[src/rtl/alert_reply_pkg.sv]
// constants and types for the alert reply acceptor
`default_nettype none
package alert_reply_pkg;
  localparam logic [7:0] REPLY_CODE = 8'h07;
  localparam logic [7:0] RC_OK = 8'h00;
  localparam logic [7:0] RC_INVALID = 8'hff;
  localparam logic [7:0] LINK_ERR_LO = 8'h10;
  localparam logic [7:0] LINK_ERR_HI = 8'h19;
  localparam logic [7:0] MASTER_TYPE_LO = 8'hbc;
  localparam logic [2:0] BYTE_CODE = 3'h0;
  localparam logic [2:0] BYTE_RC = 3'h1;
  localparam logic [2:0] BYTE_TAG_HI = 3'h2;
  localparam logic [2:0] BYTE_TAG_LO = 3'h3;
  localparam logic [2:0] BYTE_TYPE = 3'h4;
  localparam logic [2:0] BYTE_SUBCLASS = 3'h5;
  localparam logic [2:0] BYTE_INFO = 3'h6;
  localparam int QUEUE_DEPTH = 4;
  localparam int PTR_W = 2;
  typedef enum logic [1:0] {
    ST_IDLE = 2'b00,
    ST_BODY = 2'b01,
    ST_DROP = 2'b10,
    ST_CHECK = 2'b11
  } parse_state_t;
endpackage
`default_nettype wire

[src/rtl/alert_reply_acceptor.sv]
// node-side acceptor for alert reply messages and the pending-alert queue
`default_nettype none
module alert_reply_acceptor (
  // clock and reset
  input wire logic i_clk,
  input wire logic i_rst_n,
  // incoming management message bytes
  input wire logic i_msg_valid,
  input wire logic i_msg_first,
  input wire logic i_msg_last,
  input wire logic [7:0] i_msg_byte,
  // alert enqueue from the alert generator
  input wire logic i_alert_push,
  input wire logic [7:0] i_alert_type,
  input wire logic [7:0] i_alert_subclass,
  input wire logic [7:0] i_alert_info,
  // tag assignment from port setup message
  input wire logic i_tag_load,
  input wire logic [15:0] i_tag_value,
  // results
  output logic o_accept,
  output logic o_discard,
  output logic o_dequeue_start,
  output logic [7:0] o_return_code,
  output logic o_push_refused,
  output logic o_privileged,
  output logic o_pending,
  output logic o_queue_full,
  output logic [15:0] o_alert_tag
);
  localparam int PW = alert_reply_pkg::PTR_W;
  localparam int DEPTH = alert_reply_pkg::QUEUE_DEPTH;

  alert_reply_pkg::parse_state_t state, next_state;
  logic [2:0] byte_idx;
  logic [7:0] rx_rc, rx_type, rx_sub, rx_info;
  logic [15:0] rx_tag;
  logic hdr_ok;
  logic [23:0] q_code [DEPTH];
  logic [PW-1:0] rd_ptr, wr_ptr;
  logic [PW:0] count;
  logic push_link_err, push_master;
  logic push_ok, pop;
  logic [23:0] head_code;
  logic match;

  // range checks on the type of an alert being queued
  alert_code_classifier u_class (
    .i_type(i_alert_type),
    .o_link_error(push_link_err),
    .o_master_only(push_master)
  );

  // master-only types and a full queue are refused at the push
  assign push_ok = i_alert_push && !push_master &&
                   (count != DEPTH[PW:0]);
  assign head_code = q_code[rd_ptr];
  // only the head entry is compared; tag is the active port tag
  assign match = (count != '0) && hdr_ok &&
                 (rx_tag == o_alert_tag) &&
                 ({rx_type, rx_sub, rx_info} == head_code);
  assign pop = (state == alert_reply_pkg::ST_CHECK) && match;

  // byte parser state
  always_comb begin
    next_state = state;
    case (state)
      alert_reply_pkg::ST_IDLE: begin
        if (i_msg_valid && i_msg_first) begin
          if (i_msg_byte != alert_reply_pkg::REPLY_CODE) begin
            next_state = i_msg_last ? alert_reply_pkg::ST_IDLE
                                    : alert_reply_pkg::ST_DROP;
          end else if (!i_msg_last) begin
            next_state = alert_reply_pkg::ST_BODY;
          end
        end
      end
      alert_reply_pkg::ST_BODY: begin
        if (i_msg_valid && i_msg_last) begin
          next_state = alert_reply_pkg::ST_CHECK;
        end
      end
      alert_reply_pkg::ST_DROP: begin
        if (i_msg_valid && i_msg_last) begin
          next_state = alert_reply_pkg::ST_IDLE;
        end
      end
      alert_reply_pkg::ST_CHECK: next_state = alert_reply_pkg::ST_IDLE;
      default: next_state = alert_reply_pkg::ST_IDLE;
    endcase
  end

  // state register
  always_ff @(posedge i_clk or negedge i_rst_n) begin
    if (!i_rst_n) begin
      state <= alert_reply_pkg::ST_IDLE;
    end else begin
      state <= next_state;
    end
  end

  // byte index and field capture
  always_ff @(posedge i_clk or negedge i_rst_n) begin
    if (!i_rst_n) begin
      byte_idx <= 3'h0;
      rx_rc <= 8'h00;
      rx_tag <= 16'h0000;
      rx_type <= 8'h00;
      rx_sub <= 8'h00;
      rx_info <= 8'h00;
      hdr_ok <= 1'b0;
    end else if (i_msg_valid) begin
      if (i_msg_first) begin
        byte_idx <= 3'h1;
        hdr_ok <= 1'b0;
      end else if (state == alert_reply_pkg::ST_BODY) begin
        if (byte_idx != alert_reply_pkg::BYTE_INFO + 3'h1) begin
          byte_idx <= byte_idx + 3'h1;
        end
        case (byte_idx)
          alert_reply_pkg::BYTE_RC: rx_rc <= i_msg_byte;
          alert_reply_pkg::BYTE_TAG_HI: rx_tag[15:8] <= i_msg_byte;
          alert_reply_pkg::BYTE_TAG_LO: rx_tag[7:0] <= i_msg_byte;
          alert_reply_pkg::BYTE_TYPE: rx_type <= i_msg_byte;
          alert_reply_pkg::BYTE_SUBCLASS: rx_sub <= i_msg_byte;
          alert_reply_pkg::BYTE_INFO: begin
            rx_info <= i_msg_byte;
            hdr_ok <= 1'b1; // short replies never match
          end
          default: ;
        endcase
      end
    end
  end

  // pending-alert queue storage
  always_ff @(posedge i_clk) begin
    if (push_ok) begin
      q_code[wr_ptr] <= {i_alert_type, i_alert_subclass, i_alert_info};
    end
  end

  // queue pointers and occupancy
  always_ff @(posedge i_clk or negedge i_rst_n) begin
    if (!i_rst_n) begin
      rd_ptr <= '0;
      wr_ptr <= '0;
      count <= '0;
    end else begin
      if (push_ok) begin
        wr_ptr <= wr_ptr + 1'b1;
      end
      if (pop) begin
        rd_ptr <= rd_ptr + 1'b1;
      end
      if (push_ok && !pop) begin
        count <= count + 1'b1;
      end else if (pop && !push_ok) begin
        count <= count - 1'b1;
      end
    end
  end

  // alert tag: kept across replies, changed only by port setup
  always_ff @(posedge i_clk or negedge i_rst_n) begin
    if (!i_rst_n) begin
      o_alert_tag <= 16'h0000;
    end else if (i_tag_load) begin
      o_alert_tag <= i_tag_value;
    end
  end

  // one-cycle outcome pulses and captured return code
  always_ff @(posedge i_clk or negedge i_rst_n) begin
    if (!i_rst_n) begin
      o_accept <= 1'b0;
      o_discard <= 1'b0;
      o_dequeue_start <= 1'b0;
      o_return_code <= alert_reply_pkg::RC_OK;
      o_push_refused <= 1'b0;
    end else begin
      o_accept <= pop;
      o_discard <= (state == alert_reply_pkg::ST_CHECK) && !match;
      o_dequeue_start <= pop;
      if (pop) begin
        o_return_code <= rx_rc;
      end
      o_push_refused <= i_alert_push && !push_ok;
    end
  end

  // status levels
  always_ff @(posedge i_clk or negedge i_rst_n) begin
    if (!i_rst_n) begin
      o_privileged <= 1'b0;
      o_pending <= 1'b0;
      o_queue_full <= 1'b0;
    end else begin
      if (push_ok && push_link_err) begin
        o_privileged <= 1'b1;
      end else if (i_tag_load) begin
        o_privileged <= 1'b0; // port setup returns port to normal
      end
      o_pending <= (count != '0);
      o_queue_full <= (count == DEPTH[PW:0]);
    end
  end
endmodule
`default_nettype wire

[src/rtl/alert_code_classifier.sv]
// classifies an alert type byte into link error and master-only ranges
`default_nettype none
module alert_code_classifier (
  // type byte in
  input wire logic [7:0] i_type,
  // classification out
  output logic o_link_error,
  output logic o_master_only
);
  // link errors leave the port privileged once queued; one refused by a full queue does not
  assign o_link_error = (i_type >= alert_reply_pkg::LINK_ERR_LO) &&
                        (i_type <= alert_reply_pkg::LINK_ERR_HI);
  // master-only types may not be queued by a node
  assign o_master_only = i_type >= alert_reply_pkg::MASTER_TYPE_LO;
endmodule
`default_nettype wire

[config.mk]
export PLATFORM = sky130hd
export DESIGN_NAME = alert_reply_acceptor
export DESIGN_NICKNAME = d
export VERILOG_FILES = /design/src/rtl/alert_reply_pkg.sv /design/src/rtl/alert_reply_acceptor.sv /design/src/rtl/alert_code_classifier.sv
export SDC_FILE = /design/constraint.sdc
export NUM_CORES = 1
export LEC_CHECK = 0
export BUFFER_PORTS_ARGS = -buffer_cell sky130_fd_sc_hd__buf_2
export CAP_MARGIN = 20
export CELL_PAD_IN_SITES_DETAIL_PLACEMENT = 1
export CELL_PAD_IN_SITES_GLOBAL_PLACEMENT = 2
export CORE_UTILIZATION = 40
export CTS_CLUSTER_SIZE = 14
export DETAILED_ROUTE_END_ITERATION = 8
export HOLD_SLACK_MARGIN = 0.06
export PLACE_DENSITY = 0.71
export SETUP_SLACK_MARGIN = 0.5
export SYNTH_ARGS = -nofsm -noshare
export SYNTH_HDL_FRONTEND = slang
export SYNTH_SLANG_ARGS = --single-unit
[constraint.sdc]
create_clock -name i_clk -period 5.15 [get_ports i_clk]
set_input_delay 1.545 -clock i_clk [delete_from_list [all_inputs] [get_ports i_clk]]
set_output_delay 1.545 -clock i_clk [all_outputs]
set_load 0.005 [all_outputs]
Yosys cells after proc, flatten, opt, wreduce, memory -nomap -nowiden
Memories as Yosys holds them, arrays and structs flattened.
Cells that the tools add are included.
- $add $sub $neg: 5
- $mul: 0
- div/mod/pow operators: 0
- order comparisons: 3
- equality and inequality tests: 19
- shift operators: 0
- muxes and demuxes: 19
- bitwise gates (word level): 1
- reduce and logical (&&, ||, !) cells: 34
- operators by type and width (kind ; count):
    4-bit AND reduction ; 7
    24-bit == test ; 1
    16-bit == test ; 1
    3-bit two-way mux ; 5
    1-bit logical AND ; 14
    3-bit == test, second input constant ; 4
    2-bit two-way mux ; 6
    2-bit nonzero test ; 5
    3-bit inequality test, second input constant ; 3
    8-bit by 5-bit greater-or-equal comparator with 1-bit output, second input constant ; 1
    8-bit greater-or-equal comparator, second input constant ; 1
    8-bit by 5-bit <= comparator with 1-bit output, second input constant ; 1
    8-bit by 3-bit inequality test with 1-bit output, second input constant ; 1
    2-bit case mux with 4 select lines ; 1
    1-bit two-way mux ; 7
    3-bit by 1-bit adder with 3-bit output, second input constant ; 2
    3-bit by 2-bit == test with 1-bit output, second input constant ; 2
    2-bit inequality test, second input constant ; 3
    3-bit AND reduction ; 2
    2-bit by 1-bit adder with 2-bit output, second input constant ; 2
    2-bit == test, second input constant ; 2
    1-bit zero test ; 4
    3-bit by 1-bit == test with 1-bit output, second input constant ; 1
    3-bit nonzero test ; 1
    4 further kinds ; 4
- register bits: 91
- bits in latches: 0
- RAM bits: 96
- memory bits (read-only): 0
- input port bits: 55
- output and inout port bits: 31
- logic and storage cells: 102
- memories: 1
- memory list (name ; depth ; width ; rd ports ; clocked after Yosys merged registers in ; wr ports ; line ; RTL):
    q_code ; 4 ; 24 ; 1 ; 0 ; 1 ; alert_reply_acceptor.sv:39 ; logic [23:0] q_code [DEPTH];

Logic depth before layout (Yosys ltp)
Gate-level depths: netlist of run 1.
- word-level depth: 8
- depth in mapped cells: 15
- depth with buffers taken out: 12

By module
A second synthesis of run 1 with hierarchy kept.
- cells, all modules: 475
- area total of the unflattened synthesis: 7818.7 um2
- by module, submodules not included (module ; instances ; cells an instance ; area an instance (um2)):
    alert_reply_acceptor ; 1 ; 470 ; 7785.0
    alert_code_classifier ; 1 ; 5 ; 33.8

Worst setup path after synthesis of run 1
No wires, ideal clock.
- path kind: input to register
- from: in i_alert_type[3]
- to: reg count[2]
- library setup time: 0.079 ns
- data arrival time: 3.500 ns
- required time: 5.071 ns
- slack: 1.570 ns
- cell stages on the path: 8
- path buffers: 0
- path through: a41o_1 a211oi_1 ha_1 inv_1 fa_1 xor2_1 nor2_1 xor2_1
- word-level cells in the longest chain between the ends: 7
- RTL lines (item ; line ; RTL):
    start: declaration ; alert_reply_acceptor.sv:14 ; input wire logic [7:0] i_alert_type,
    8-bit greater-or-equal comparator (*) ; alert_code_classifier.sv:14 ; assign o_master_only = i_type >= alert_reply_pkg::MASTER_TYPE_LO;
    1-bit zero test (*) ; alert_reply_acceptor.sv:55 ; assign push_ok = i_alert_push && !push_master &&
    1-bit logical AND (*) (2 in a row) ; alert_reply_acceptor.sv:55 ;
    net push_ok ; alert_reply_acceptor.sv:43 ; logic push_ok, pop;
    1-bit zero test ; alert_reply_acceptor.sv:158 ; end else if (pop && !push_ok) begin
    1-bit logical AND ; alert_reply_acceptor.sv:158 ;
    2-bit nonzero test (no source line) ; n/a ;
    end signal: assignment ; alert_reply_acceptor.sv:157 ; count <= count + 1'b1;
    end signal: assignment ; alert_reply_acceptor.sv:159 ; count <= count - 1'b1;
    end: declaration ; alert_reply_acceptor.sv:41 ; logic [PW:0] count;
The timed path passes the listed nets; every way through them passes the cells marked *.
A chain may end at the register's enable or synchronous reset.

Worst setup path after layout of run 1
- from: reg rd_ptr[1]
- to: reg count[1]
- word-level cells in the longest chain between the ends: 7
- RTL lines (item ; line ; RTL):
    start: declaration ; alert_reply_acceptor.sv:40 ; logic [PW-1:0] rd_ptr, wr_ptr;
    start signal: assignment ; alert_reply_acceptor.sv:154 ; rd_ptr <= rd_ptr + 1'b1;
    memory 4 x 24 bit (*) ; n/a ;
    24-bit == test (*) ; alert_reply_acceptor.sv:61 ; ({rx_type, rx_sub, rx_info} == head_code);
    1-bit logical AND (*) ; alert_reply_acceptor.sv:60 ; (rx_tag == o_alert_tag) &&
    1-bit logical AND (*) ; alert_reply_acceptor.sv:62 ; assign pop = (state == alert_reply_pkg::ST_CHECK) && match;
    1-bit zero test ; alert_reply_acceptor.sv:156 ; if (push_ok && !pop) begin
    1-bit logical AND ; alert_reply_acceptor.sv:156 ;
    3-bit two-way mux or 2-bit nonzero test (tied branches) ; n/a ;
Mark *: on every way between the ends. The rest lies on a longest branch, timed or not.

==> run_results.csv, run 1 <==
group,metric,value,unit
floorplan,rows,51,
global_route,first_global_vias,4608,
global_route,grt_use_total,17.9,%
clock_network,cts_num_sinks,187,
worst_setup_path,slowest_stage,"dfrtp_1",
synthesis,synth_top_family_by_area,"multiplexers",
synthesis,async_flop_share,48.7,%
worst_setup_path,cp_max_fo,16,
worst_setup_path,max_stage_delay,0.83,ns
worst_setup_path,reg2reg_to,"count[1]",
worst_setup_path,cp_num_buf_inv,2,
clock_network,cts_htree_levels,4,
power,pwr_density_cell,376,mW/mm^2
synthesis,seq_area_frac_synth,64.8,%
floorplan,fp.dieH,143,um
worst_setup_path,worstPathArrival,4.07,ns
detailed_routing,first_pass_iters,4,
min_path,hold_start,"rx_rc[3]",
timing,relSlewSlack,44.7,%
worst_setup_path,critical_path.top_delay_family,"flip-flops",
layout,layout_commonest_cell,"edfxtp_1",
timing,skew,0.00872,ns
placement,dp_hpwl,12200,um
layout,multi_input_area,0.00263,mm^2
clock_network,cts-resized-gates,0,
layout,antenna_cells,0,
clock_network,ctsHoldBuffers,0,
global_route,met2_usage,30.0,%
synthesis,synthFlopType,"edfxtp_1",
floorplan,coreArea,0.0195,mm^2
clock_network,cts-buffers-inserted,17,
timing,holdWs,0.500,ns
layout,final_cell_mix,"edfxtp_1 (96), dfrtp_1 (91), buf_2 (84), mux2_2 (66), xnor2_1 (27)",
timing,worst_slew_pin_slew,0.830,ns
global_route,use_met1,23.3,%
synthesis,synth_compound_area_share,2.89,%
global_route,grt_pass1_wl,26300,um
global_route,grt_max_degree,67,
clock_network,cts-root-buf,"clkbuf_16",
detailed_routing,wl_per_cell,20.0,um
synthesis,synthAdderAreaFrac,1.98,%
layout,nNetsFinal,635,
worst_setup_path,cp-end-kind,"flip-flop",
layout,drive_above_1_share,40.0,%
floorplan,die-area,0.0205,mm^2
power,p_leak,0.00381,uW
floorplan,die_x,143,um
synthesis,yosys.area_share.simple,5.11,%
synthesis,synth_cell_types,62,
floorplan,ios,86,
worst_setup_path,start_kind,"flip-flop",
clock_network,tritoncts,"yes",
synthesis,synth_cells,468,
detailed_routing,drc_errors,0,
synthesis,syn_nets,535,
clock_network,cts.reportedPaths.clkPinSlew,0.07,ns
clock_network,post_cts_buffers,0,
layout,num-fill-cells,1903,
detailed_routing,vias,4266,
synthesis,synth_area_per_cell,17.0,um^2
timing,slew_viol_final,0,
synthesis,synth-seq-cells,187,
worst_setup_path,cp.required,5.46,ns
timing,finalCriticalPeriod,3.76,ns
job,drv_cap,0,
synthesis,synth_xor_area_share,5.53,%
global_route,grt_antenna_before_repair,0,
timing,hold_viol,0,
detailed_routing,vias_per_cell,5.05,
placement,place.gp.congestion,0.763,
timing,setup_viol,0,
synthesis,yosysWarnings,0,
timing,fmax,266,MHz
min_path,worstHoldPathCells,1,
detailed_routing,drtIter0Drc,260,
synthesis,muxShareOfSynthArea,17.5,%
floorplan,initial_utilization,40.9,%
detailed_routing,wl,16900,um
global_route,busiest_layer,"met2",
placement,io_buffers,85,
layout,syn_to_final_growth,16.4,%
min_path,hold_path_end,"o_return_code[3]",
worst_setup_path,cp_cell_sequence,"buf_4 -> mux2i_1 -> xnor2_1 -> nor3_1 -> o211ai_1 -> nor4_1 -> nand3_1 -> ha_1 -> inv_1 -> fa_1 -> mux2_2",
synthesis,synth_area,0.00796,mm^2
worst_setup_path,r2r_slack,1.39,ns
global_route,gr-usage-met3,3.42,%
synthesis,synth-edff-count,96,
timing,setup-tns-final,0,ns
detailed_routing,antenna_left,0,
worst_setup_path,r2r_start,"rd_ptr[1]",
status,outcome,"finished clean",
global_route,gr-total-overflow,0,
timing,post-route-period-util,73.1,%
clock_network,insertion_delay,0.43,ns
min_path,min_path_type,"reg2reg",
power,peakVddDrop,0.220,mV
clock_network,clock_path_buffers,2,
worst_setup_path,worst_r2r_path_depth,11,
worst_setup_path,path_class,"reg2reg",
timing,rsz0062_at_grt,"false",
layout,regArea,0.00516,mm^2
-- final cells by class --
| cell class | instances | area share [%] |
|---|---|---|
| Timing Repair Buffer | 95 | 5.65 |
| Inverter | 13 | 0.527 |
| Clock inverter | 13 | 1.55 |
| Sequential cell | 187 | 55.7 |
| Tap cell | 265 | 3.58 |
| Clock buffer | 18 | 4.63 |
| Multi-Input combinational cell | 254 | 28.4 |
-- state kept, by name, summed over array words and instances (netlist names) --
signal,count
q_code,96
o_alert_tag,16
rx_tag,16
o_return_code,8
rx_info,8
rx_rc,8
rx_sub,8
rx_type,8
byte_idx,3
count,3
rd_ptr,2
state,2
wr_ptr,2
hdr_ok,1
o_dequeue_start,1
o_discard,1
o_pending,1
o_privileged,1
o_push_refused,1
o_queue_full,1
-- power by group --
part	total [uW]	internal, uW	switching [uW]
sequential	1820	1750	70.6
combinational	388	158	230
clock	1280	716	561
-- synthesized netlist by cell type, types with 8 or more instances --
cell type | n | area [um^2]
nand2_1 | 15 | 56.3
nor2_1 | 8 | 30.0
mux4_2 | 14 | 315
ha_1 | 11 | 138
dfrtp_1 | 91 | 2280
mux2i_1 | 15 | 150
xnor2_1 | 27 | 236
mux2_4 | 8 | 120
edfxtp_1 | 96 | 2880
xor2_1 | 14 | 123
mux2_2 | 66 | 743
inv_1 | 12 | 45.0
-- worst max path at each step --
stage | from | endpoint | slack (ns) | cells after the start
6_report | rd_ptr[1] | count[1] | 1.39 | 11
3_3_place_gp | rd_ptr[0] | count[1] | 1.00 | 10
4_1_cts | rd_ptr[0] | count[1] | 0.91 | 10
5_1_grt | rd_ptr[1] | count[1] | 1.06 | 11
3_5_place_dp | rd_ptr[0] | count[1] | 0.92 | 10
2_1_floorplan | i_alert_type[3] | count[2] | 1.57 | 8
-- stage by stage --
| step | power (uW) | area [um^2] | cells | setup WS, ns | util (%) |
|---|---|---|---|---|---|
| after floorplan | 2060 | 7960 | 468 | 1.57 | - |
| after global placement | 2220 | 8660 | 813 | 1.00 | 44.5 |
| after detailed placement | 2250 | 8660 | 813 | 0.924 | 44.5 |
| after CTS | 3520 | 9240 | 844 | 0.911 | 47.5 |
| after global routing | 3630 | 9260 | 845 | 1.06 | 47.6 |
| final | 3480 | 9260 | 845 | 1.39 | 47.6 |
-- logic make-up (layout without fill, tap and decap cells) --
| kind of cell | Yosys count | after routing |
|---|---|---|
| flops | 187 | 187 |
| mux | 106 | 106 |
| fa+ha+maj | 12 | 12 |
| simple gates | 62 | 62 |
| xor+xnor | 46 | 46 |
| buf+inv | 27 | 139 |
| compound gates | 28 | 28 |
-- per-layer routing --
layer	vias up	wire [um]
met4	0	231
li1	1958	-
met3	15	643
met5	-	0
met1	2193	7900
met2	100	8100
-- worst register-to-register path, delay by kind of cell, from the launching register on --
kind | cells | cell delay, ns
buf+inv | 2 | 0.47
simple gates | 3 | 0.82
flops | 1 | 0.83
xor+xnor | 1 | 0.10
mux | 2 | 0.62
compound gates | 1 | 0.15
fa+ha+maj | 2 | 0.65
Note: power is estimated with default switching activity, not from simulation.
==> run 2: changes to the inputs <==
==> constraint.sdc (replaced) <==
create_clock -name i_clk -period 3.9 [get_ports i_clk]
set_input_delay 1.17 -clock i_clk [delete_from_list [all_inputs] [get_ports i_clk]]
set_output_delay 1.17 -clock i_clk [all_outputs]
set_load 0.005 [all_outputs]
==> run 2 against run 1 <==
  * Sequential share of layout area decreased by 1.1 points
  * Non-clock buffer count increased by 8
  * Maximum frequency increased by 12%
  * Worst setup slack got worse by 0.86 ns
  * Largest cell class unchanged
==> run_results.csv, run 2 (synthesized netlist as in run 1, its figures left out) <==
group,metric,value,unit
power,p_sw_share,24.1,%
worst_setup_path,worst_r2r_path_depth,12,
placement,place.gp.congestion,0.766,
worst_setup_path,cp_cell_sequence,"buf_12 -> mux4_1 -> xor2_1 -> nor4_2 -> buf_4 -> or2b_1 -> nor4_2 -> nand3_1 -> ha_2 -> inv_2 -> fa_2 -> mux2_2",
min_path,worstHoldPathCells,1,
floorplan,initial_utilization,40.9,%
clock_network,ctsHoldBuffers,0,
power,p_clk_share,37.6,%
detailed_routing,wl_per_cell,19.7,um
timing,relSlewSlack,52.9,%
floorplan,die_x,143,um
timing,fmax,297,MHz
worst_setup_path,critPathMostFrequentCell,"nor4_2",
timing,holdWs,0.480,ns
timing,skew,0.00946,ns
placement,io_buffers,85,
clock_network,clock_path_buffers,2,
global_route,grt_use_total,17.9,%
clock_network,cts_num_sinks,187,
floorplan,coreArea,0.0195,mm^2
worst_setup_path,max_stage_delay,0.57,ns
timing,rsz0062_at_grt,"true",
clock_network,cts-root-buf,"clkbuf_16",
power,internal_power,3590,uW
timing,worst_slew_pin_slew,0.706,ns
global_route,grt_pass1_wl,26500,um
layout,regMostFlops,"q_code",
power,peakVddDrop,0.296,mV
worst_setup_path,cp-end-kind,"flip-flop",
worst_setup_path,slowest_stage,"mux4_1",
clock_network,cts.reportedPaths.clkPinSlew,0.07,ns
status,outcome,"finished clean",
placement,pre_cts_ws,-0.0546,ns
worst_setup_path,cp_max_fo,4,
detailed_routing,first_pass_iters,4,
global_route,grt_antenna_before_repair,0,
detailed_routing,vias_per_cell,5.04,
layout,layout_commonest_cell,"edfxtp_1",
placement,dp_hpwl,12000,um
power,pwr_density_cell,500,mW/mm^2
layout,antenna_cells,0,
detailed_routing,wl,16800,um
clock_network,cts_htree_levels,4,
floorplan,ios,86,
min_path,min_path_type,"reg2reg",
layout,nNetsFinal,643,
layout,final_cell_mix,"edfxtp_1 (96), dfrtp_1 (90), buf_2 (84), mux2_2 (66), xnor2_1 (27)",
job,drv_cap,0,
power,share_comb_of_total_power,11.7,%
timing,finalCriticalPeriod,3.37,ns
global_route,gr-total-overflow,0,
detailed_routing,vias,4304,
clock_network,cts-buffers-inserted,17,
global_route,first_global_vias,4694,
detailed_routing,drtIter0Drc,184,
global_route,use_met1,23.2,%
timing,post-route-period-util,86.4,%
timing,final.setup.worst_slack,0.531,ns
clock_network,tritoncts,"yes",
global_route,grt_max_degree,44,
clock_network,insertion_delay,0.43,ns
power,seqPwrFrac,50.7,%
timing,slew_viol_final,0,
power,netSwitchingPower,1140,uW
global_route,gr-usage-met3,3.52,%
power,p_leak,0.00388,uW
layout,reg_top3,"q_code x96, o_alert_tag x16, rx_tag x16",
timing,setup_viol,0,
timing,hold_viol,0,
detailed_routing,drc_errors,0,
global_route,met2_usage,29.4,%
layout,largest_register_ff_count,96,
layout,drive_above_1_share,42.1,%
worst_setup_path,worstPathArrival,3.69,ns
worst_setup_path,path_class,"reg2reg",
global_route,busiest_layer,"met2",
floorplan,die-area,0.0205,mm^2
worst_setup_path,start_kind,"flip-flop",
floorplan,rows,51,
layout,syn_to_final_growth,18.7,%
floorplan,fp.dieH,143,um
worst_setup_path,cp.required,4.22,ns
detailed_routing,antenna_left,0,
[run 2: cell types whose count changed in the layout (fill, tap and decap cells not counted), sizes merged]
cell,delta
clkinv,-2
clkbuf,+1
buf,+8
bufinv,+1
clkinvlp,+1
[run 2: power groups by stage]
stage                     Sequential [uW]  Combinational [uW]  Clock (uW)
final                                2400                 555        1780
after global routing                 2420                 621        1890
after CTS                            2400                 564        1820
after detailed placement             2440                 559           0
after global placement               2430                 538           0
after floorplan                      2410                 310           0
[run 2: final timing paths]
path                       startpoint                to  slack, ns
max                         rd_ptr[0]          count[1]       0.53
min                          count[2]          count[2]       0.48
max reg2reg                 rd_ptr[0]          count[1]       0.53
min reg2reg                  count[2]          count[2]       0.48
max in group asynchronous     i_rst_n       byte_idx[0]       2.41
min in group asynchronous     i_rst_n  o_return_code[1]       0.72
[run 2: area by class of cell]
cell class	instances	area, um^2
Fill cell	1915	10000
Sequential cell	187	5160
Multi-Input combinational cell	254	2640
Timing Repair Buffer	103	653
Clock buffer	19	453
Tap cell	265	332
Clock inverter	13	164
Inverter	13	48.8
[run 2: metal layers]
metal | vias up | wire length [um]
li1 | 1977 | -
met1 | 2197 | 7860
met2 | 105 | 8000
met3 | 25 | 627
met4 | 0 | 318
met5 | - | 0
[run 2: through the flow]
step | total power [uW] | TNS, ns | cell area, um^2 | cells | utilization, %
2_1_floorplan | 2720 | 0 | 7960 | 468 | -
3_3_place_gp | 2960 | 0 | 8740 | 815 | 44.9
3_5_place_dp | 3000 | -0.0546 | 8740 | 815 | 44.9
4_1_cts | 4780 | 0 | 9430 | 852 | 48.5
5_1_grt | 4930 | 0 | 9450 | 854 | 48.6
6_report | 4730 | 0 | 9450 | 854 | 48.6
[run 2: what timing repair did]
| action | in CTS | in global routing |
|---|---|---|
| resized for setup | 7 | 3 |
| pin swaps | 0 | 3 |
| buffers inserted | 5 | 2 |
| endpoints found under the setup margin | 3 | 2 |
[run 2: critical path, delay by kind of cell, from the launching register on]
family | cells | cell delay, ns
muxes | 2 | 0.84
xor gates and xnor gates | 1 | 0.17
and+or+nand+nor | 4 | 0.78
buffers and inverters | 3 | 0.35
DFF | 1 | 0.46
adders and majority gates | 2 | 0.66
